==> src/core/uvepc_pkg.sv <==
// Package of pin bundles, commands and timing constants for the controller
package uvepc_pkg;
  localparam int ADDR_W = 13;
  localparam int DATA_W = 8;
  localparam int CLK_MHZ = 250;
  // Times in ns as printed, cycle counts derived
  localparam int T_ACC_NS = 300;
  localparam int T_DF_NS = 105;
  localparam int T_SETUP_NS = 2000;
  localparam int T_PULSE_NS = 1000000;
  localparam int ACC_CYC = (T_ACC_NS * CLK_MHZ + 999) / 1000;
  localparam int DF_CYC = (T_DF_NS * CLK_MHZ + 999) / 1000;
  localparam int SETUP_CYC = (T_SETUP_NS * CLK_MHZ + 999) / 1000;
  localparam int PULSE_CYC = (T_PULSE_NS / 1000) * CLK_MHZ;
  localparam int CNT_W = 20;
  localparam logic [ADDR_W-1:0] ADDR_ZERO = 13'h0000;
  localparam logic [DATA_W-1:0] DATA_ERASED = 8'hFF;
  localparam int SIG_LINE = 9;
  localparam int SEL_LINE = 0;

  typedef enum logic [1:0] {
    UVEPC_CMD_READ, UVEPC_CMD_PROG, UVEPC_CMD_VERIFY, UVEPC_CMD_SIG
  } uvepc_cmd_t;

  typedef struct packed {
    uvepc_cmd_t          cmd;
    logic [ADDR_W-1:0]   addr;
    logic [DATA_W-1:0]   data;
  } uvepc_req_t;

  // Control pins to the memory; all strobes active low
  typedef struct packed {
    logic                chipSelectN;
    logic                outputGateN;
    logic                programStrobeN;
    logic                vppHigh;
    logic                signatureEntryLine;
    logic [ADDR_W-1:0]   addr;
  } uvepc_pins_t;
endpackage

==> src/core/uvepc_host.sv <==
// Host controller that drives the memory pins for read, program, verify, id
//////////////////////////////////////////////////////////////////////////////
// Overview of operation
// RULE_01: Memory drives data only when chip select and output gate both low.
// RULE_02: Output gate alone gates data; select low with gate high floats bus.
// RULE_03: Chip select high puts memory in standby, outputs float.
// RULE_04: Outputs float after whichever of gate or select rises first.
// RULE_05: Chip select is the per-device select; gate follows read strobe.
// RULE_06: Erased bits read 1; programming only clears bits presented as 0.
// RULE_07: No electrical operation turns a stored 0 back into 1.
// RULE_08: Programming needs high supply plus chip select and strobe both low.
// RULE_09: Programmer presents whole byte and address while programming.
// RULE_10: Select or strobe high inhibits programming despite high supply.
// RULE_11: Parallel parts share inputs except select; pulse select and strobe.
// RULE_12: Verify uses select and gate low, strobe high, supply high.
// RULE_13: Signature entry forces high voltage on address line nine.
// RULE_14: Signature byte chosen by address line zero, low then high.
// RULE_15: Other address lines are held low during signature readout.
// RULE_16: Line zero low gives maker byte, high gives type byte.
// RULE_17: Address and data stay stable through each strobe pulse.
//////////////////////////////////////////////////////////////////////////////
`timescale 1ns/1ps
module uvepc_host #(
  parameter int PULSE_CYCLES = uvepc_pkg::PULSE_CYC
) (
  // Clock and reset
  input  wire logic                          clk,
  input  wire logic                          rst,
  // Request side
  input  wire logic                          reqValid,
  input  wire uvepc_pkg::uvepc_req_t         req,
  output logic                               reqReady,
  output logic                               rspValid,
  output logic [uvepc_pkg::DATA_W-1:0]       rspData,
  output logic                               rspMismatch,
  // Memory control pins
  output uvepc_pkg::uvepc_pins_t             pins,
  // Memory data pins
  input  wire logic [uvepc_pkg::DATA_W-1:0]  dataIn,
  output logic [uvepc_pkg::DATA_W-1:0]       dataOut,
  output logic                               dataOe
);
  typedef enum logic [2:0] {
    S_IDLE, S_SETUP, S_PULSE, S_ACCESS, S_FLOAT
  } uvepc_state_t;

  uvepc_state_t                      state_q, state_d;
  uvepc_pkg::uvepc_req_t             cur_q;
  logic                              timerLoad;
  logic [uvepc_pkg::CNT_W-1:0]       timerCount;
  logic                              timerDone;

  wire isProg = (cur_q.cmd == uvepc_pkg::UVEPC_CMD_PROG);
  wire isRead = (cur_q.cmd == uvepc_pkg::UVEPC_CMD_READ);
  wire isSig  = (cur_q.cmd == uvepc_pkg::UVEPC_CMD_SIG);
  wire accept = reqReady && reqValid;
  // Signature: only line zero follows request, others low
  wire [uvepc_pkg::ADDR_W-1:0] sigAddr = {
    {(uvepc_pkg::ADDR_W-1){1'b0}}, cur_q.addr[uvepc_pkg::SEL_LINE]}; // RULE_15
  wire [uvepc_pkg::ADDR_W-1:0] pinAddr = isSig ? sigAddr : cur_q.addr;
  wire readDone  = (state_q == S_ACCESS) && timerDone;

  uvepc_timer #(.W(uvepc_pkg::CNT_W)) u_timer (
    .clk   (clk),
    .rst   (rst),
    .load  (timerLoad),
    .count (timerCount),
    .done  (timerDone)
  );

  //////////////////////////////////////////////////////////////////////////
  always_comb begin
    state_d    = state_q;
    timerLoad  = 1'b0;
    timerCount = '0;
    case (state_q)
      S_IDLE: begin
        if (accept) begin
          state_d    = S_SETUP;
          timerLoad  = 1'b1;
          timerCount = uvepc_pkg::CNT_W'(uvepc_pkg::SETUP_CYC);
        end
      end
      S_SETUP: begin
        if (timerDone) begin
          timerLoad = 1'b1;
          if (isProg) begin
            state_d    = S_PULSE;
            timerCount = uvepc_pkg::CNT_W'(PULSE_CYCLES);
          end else begin
            state_d    = S_ACCESS;
            timerCount = uvepc_pkg::CNT_W'(uvepc_pkg::ACC_CYC);
          end
        end
      end
      S_PULSE, S_ACCESS: begin
        if (timerDone) begin
          state_d    = S_FLOAT;
          timerLoad  = 1'b1;
          timerCount = uvepc_pkg::CNT_W'(uvepc_pkg::DF_CYC);
        end
      end
      S_FLOAT: begin
        if (timerDone) begin
          state_d = S_IDLE;
        end
      end
      default: state_d = S_IDLE;
    endcase
  end

  // Strobe levels wanted in the next state
  wire isProgNext = accept ? (req.cmd == uvepc_pkg::UVEPC_CMD_PROG) : isProg;
  wire isSigNext  = accept ? (req.cmd == uvepc_pkg::UVEPC_CMD_SIG) : isSig;
  wire isReadNext = accept ? (req.cmd == uvepc_pkg::UVEPC_CMD_READ) : isRead;
  wire nxtActive = (state_d == S_PULSE) || (state_d == S_ACCESS) ||
                   (state_d == S_SETUP);
  wire nxtSelN   = !nxtActive; // RULE_05 RULE_11
  wire nxtGateN  = !((state_d == S_ACCESS) && !isProgNext); // RULE_02
  wire nxtPgmN   = !(state_d == S_PULSE); // RULE_08 RULE_10
  wire nxtVpp    = nxtActive && !isReadNext && !isSigNext; // RULE_12
  wire nxtSig    = nxtActive && isSigNext; // RULE_13

  //////////////////////////////////////////////////////////////////////////
  always_ff @(posedge clk or posedge rst) begin
    if (rst) begin
      state_q <= S_IDLE;
      cur_q   <= '0;
    end else begin
      state_q <= state_d;
      if (accept) begin
        cur_q <= req; // RULE_17
      end
    end
  end

  always_ff @(posedge clk or posedge rst) begin
    if (rst) begin
      pins.chipSelectN        <= 1'b1;
      pins.outputGateN        <= 1'b1;
      pins.programStrobeN     <= 1'b1;
      pins.vppHigh            <= 1'b0;
      pins.signatureEntryLine <= 1'b0;
      pins.addr               <= uvepc_pkg::ADDR_ZERO;
      dataOut                 <= uvepc_pkg::DATA_ERASED;
      dataOe                  <= 1'b0;
    end else begin
      pins.chipSelectN        <= nxtSelN;
      pins.outputGateN        <= nxtGateN; // RULE_01 RULE_03
      pins.programStrobeN     <= nxtPgmN;
      pins.vppHigh            <= nxtVpp;
      pins.signatureEntryLine <= nxtSig;
      pins.addr               <= accept ? req.addr : pinAddr;
      if (accept && req.cmd == uvepc_pkg::UVEPC_CMD_SIG) begin
        pins.addr <= {{(uvepc_pkg::ADDR_W-1){1'b0}},
                      req.addr[uvepc_pkg::SEL_LINE]}; // RULE_14 RULE_16
      end
      dataOut <= accept ? req.data : cur_q.data; // RULE_09
      // Drive data only while gate is high, the float wait guards contention
      dataOe  <= nxtActive && isProgNext && (state_d != S_ACCESS); // RULE_04
    end
  end

  always_ff @(posedge clk or posedge rst) begin
    if (rst) begin
      reqReady    <= 1'b1;
      rspValid    <= 1'b0;
      rspData     <= uvepc_pkg::DATA_ERASED;
      rspMismatch <= 1'b0;
    end else begin
      reqReady <= (state_d == S_IDLE) && !accept;
      rspValid <= readDone || ((state_q == S_PULSE) && timerDone);
      if (readDone) begin
        rspData <= dataIn;
        // Verify: a 0 asked for but read as 1 is a failure
        rspMismatch <= (cur_q.cmd == uvepc_pkg::UVEPC_CMD_VERIFY) &&
                       ((~cur_q.data & dataIn) != '0); // RULE_06 RULE_07
      end else if ((state_q == S_PULSE) && timerDone) begin
        rspMismatch <= 1'b0;
      end
    end
  end
endmodule // uvepc_host

==> src/core/uvepc_timer.sv <==
// Down counter that gives one-cycle done pulse after a loaded count
`timescale 1ns/1ps
module uvepc_timer #(
  parameter int W = 20
) (
  // Clock and reset
  input  wire logic         clk,
  input  wire logic         rst,
  // Control
  input  wire logic         load,
  input  wire logic [W-1:0] count,
  output logic              done
);
  logic [W-1:0] cnt_q;
  logic         run_q;
  always_ff @(posedge clk or posedge rst) begin
    if (rst) begin
      cnt_q <= '0;
      run_q <= 1'b0;
      done  <= 1'b0;
    end else begin
      done <= run_q && (cnt_q == W'(1));
      if (load) begin
        cnt_q <= count;
        run_q <= 1'b1;
      end else if (run_q) begin
        cnt_q <= cnt_q - W'(1);
        if (cnt_q == W'(1)) begin
          run_q <= 1'b0;
        end
      end
    end
  end
endmodule // uvepc_timer

==> config.mk <==
export PLATFORM = sky130hd
export DESIGN_NAME = uvepc_host
export DESIGN_NICKNAME = d
export VERILOG_FILES = /design/src/core/uvepc_pkg.sv /design/src/core/uvepc_host.sv /design/src/core/uvepc_timer.sv
export SDC_FILE = /design/constraint.sdc
export NUM_CORES = 1
export LEC_CHECK = 0
export ABC_AREA = 1
export BUFFER_PORTS_ARGS = -buffer_cell sky130_fd_sc_hd__buf_2
export CORE_ASPECT_RATIO = 1.5
export CORE_MARGIN = 1
export CORE_UTILIZATION = 40
export CTS_BUF_LIST = sky130_fd_sc_hd__clkbuf_2 sky130_fd_sc_hd__clkbuf_4 sky130_fd_sc_hd__clkbuf_8
export DETAILED_ROUTE_END_ITERATION = 8
export SLEW_MARGIN = 0
export SYNTH_ARGS = -nofsm -noshare
export SYNTH_HDL_FRONTEND = slang
export SYNTH_SLANG_ARGS = --single-unit
==> constraint.sdc <==
create_clock -name clk -period 3.5 [get_ports clk]
set_input_delay 0.525 -clock clk [delete_from_list [all_inputs] [get_ports clk]]
set_output_delay 0.525 -clock clk [all_outputs]
set_load 0.01 [all_outputs]
==> impl_metrics.json <==
{
  "status": "complete, no violations",
  "design.die.area_sq_um": 10100,
  "path_buf_inv": 1,
  "use_met2_pct": 33.0,
  "ctsResizeCount": 0,
  "synthToLayoutAreaGrowth_pct": 17.0,
  "crit_path_max_fanout": 27,
  "grt_pass1_vias": 3104,
  "drtPass1Iterations": 5,
  "slew_headroom_pct": 60.5,
  "max-vdd-ir-drop_mv": 0.272,
  "cpMaxStageDelayCell": "dfstp_2",
  "synth_area_leader_cell": "dfrtp_1",
  "cp.required_ps": 3750,
  "wl_mm": 8.59,
  "fin_skew_ps": 13.2,
  "critPathLaunchType": "flop",
  "cp-end-kind": "flop",
  "initial_core_util_pct": 41.6,
  "cp_slowest_stage_delay_ps": 540,
  "cp_cell_sequence": "nand2_2 > inv_2 > nand3_4 > nand3_2 > nand2_1 > nor2_1 > nand2_1 > nand2_1 > nor2_1",
  "fin_crit_ps": 1960,
  "synth-main-ff-cell": "dfrtp_1",
  "finalSetupViolations": 0,
  "fin_ws_ps": 1540,
  "track_usage_pct": 19.2,
  "crit_cells": 9,
  "synthTopCellsByCount": "141 x nand2_1, 66 x dfrtp_1, 47 x nor2_1",
  "fin_cells": 635,
  "drc": 0,
  "synth_area_leaders": "dfrtp_1 43%, nand2_1 14%, dfstp_2 14%",
  "gp_congestion": 0.847,
  "finalHoldViolCount": 0,
  "synth_seq_cells": 86,
  "ys_seq_area_share_pct": 56.2,
  "ant_nets": 0,
  "cp_top_family": "simple AND/OR/NAND/NOR gates",
  "die_w_microns": 82.3,
  "fin_crit_sh_pct": 55.9,
  "fill_cells": 899,
  "nNetsFinal": 554,
  "postSynthCellCount": 443,
  "row_count": 43,
  "synth_top_area_share_pct": 42.6,
  "diodes": 0,
  "wl_per_cell_microns": 13.5,
  "cts_tree": "yes",
  "path_clk_slew_ps": 100,
  "synth.avg_cell_area_sq_um": 8.74,
  "synth_edf_count": 0,
  "rsz0062_at_grt": "no",
  "cts_hold_buf": 0,
  "cts_setup_buffers": 0,
  "maxCapViolCount": 0,
  "holdWs_ps": 203,
  "grt_max_degree": 34,
  "synth_most_common_cell": "nand2_1",
  "htree_levels": 3,
  "port_buffers": 71,
  "tightest_slew_ps": 592,
  "num_vias": 3080,
  "cts_buffers": 9,
  "powerDensity_nw_per_um2": 386,
  "reg2regPathDepth": 9,
  "hpwl_mm": 6.19,
  "drtIter0Drc": 150,
  "grt_use_met3_pct": 4.54,
  "globalRouteMet1Util_pct": 23.3,
  "cts-root-to-sink-buffers": 2,
  "fmax_ghz": 0.511,
  "setup_tns_ps": 0,
  "drt-vias-per-instance": 4.85,
  "grt_overflow": 0,
  "dp.cells": 619,
  "crit_path_frequent_cell": "nand2_1",
  "synthArstFlopShare_pct": 100,
  "antenna_found_initial": 0,
  "place_ws_ps": 1450,
  "syn-num-nets": 479,
  "clockRootBuffer": "clkbuf_8",
  "clock_latency_ps": 360,
  "yosys_warnings": 0,
  "core_area_sq_um": 9310,
  "grt_busiest_layer": "met2",
  "dieHeight_microns": 123,
  "critPathKind": "flop to flop",
  "syn_area_sq_um": 3870,
  "arrival_ps": 2200,
  "hp-class": "input port to async pin",
  "post-route-util_pct": 48.7,
  "cts.sinks": 86,
  "slew_viol_final": 0,
  "synth_cell_type_count": 38,
  "grt_pass1_wl_mm": 14.4,
  "crit_start": "reqReady",
  "reg2reg_from": "reqReady",
  "leakage_nw": 2.34,
  "drive_gt1_share_pct": 27.3,
  "ios": 72
}
-- stage by stage --
stage | area [sq um] | power [mW]
5_1_grt | 4530 | 1.82
6_report | 4530 | 1.75
2_1_floorplan | 3870 | 1.03
4_1_cts | 4530 | 1.78
3_3_place_gp | 4330 | 1.06
3_5_place_dp | 4330 | 1.06
-- state kept, by name, summed over array words and instances, names as in the netlist, 3 cells and up --
name,cells
cur_q,23
dataOut,8
pins,18
rspData,8
state_q,3
u_timer.cnt_q,20
-- cell usage in the layout, fill, tap and decap left out, types with 3 or more instances in the layout --
cell	count
a21oi_1	19
a21oi_2	4
buf_2	71
buf_4	3
clkbuf_8	9
dfrtp_1	66
dfstp_2	20
inv_1	41
inv_2	5
nand2_1	141
nand2_2	4
nand3_1	17
nand4_1	4
nor2_1	47
nor2_2	5
nor2_4	5
nor3_1	5
o21ai_0	8
o21ai_1	13
o21ai_2	3
o22ai_1	3
-- where the power goes --
group          total (mW)  internal [mW]  switching (mW)
clock               0.712          0.343           0.368
sequential          0.994          0.994               0
combinational      0.0442         0.0159          0.0283
total                1.75           1.35           0.397
-- cells by family (layout without fill, tap and decap cells) --
family	count (synthesis)	after routing	share of synthesized area (%)
AND/OR/NAND/NOR	238	238	27.5
flip-flops	86	86	56.2
AO/OA/AOI/OAI	58	58	9.08
buffers and inverters	57	137	6.11
adder cells (fa/ha/maj)	2	2	0.646
XOR/XNOR	2	2	0.452
-- per-layer routing --
| layer | share of wire, % | routed length [microns] | vias up |
|---|---|---|---|
| met3 | 4.2 | 357 | 8 |
| met1 | 42 | 3610 | 1450 |
| li1 | - | - | 1545 |
| met2 | 53 | 4520 | 77 |
| met4 | 1.2 | 103 | 0 |
| met5 | 0 | 0 | - |
-- worst paths after layout --
check	slack [ps]	to
setup / recovery	1540	u_timer.cnt_q[19]
hold / removal	200	u_timer.cnt_q[4]
setup reg to reg	1540	u_timer.cnt_q[19]
hold reg to reg	470	rspData[4]
max in group asynchronous	2470	pins[16]
min in group clk	380	rspData[2]
-- area by class of cell --
class | count | area, sq um | area share [%]
Clock buffer | 10 | 131 | 2.90
Clock inverter | 6 | 68.8 | 1.52
Inverter | 47 | 178 | 3.92
Multi-Input combinational cell | 300 | 1460 | 32.2
Sequential cell | 86 | 2180 | 48.0
Tap cell | 112 | 140 | 3.09
Timing Repair Buffer | 74 | 378 | 8.34
No activity file was read; power rests on OpenSTA's default activity.
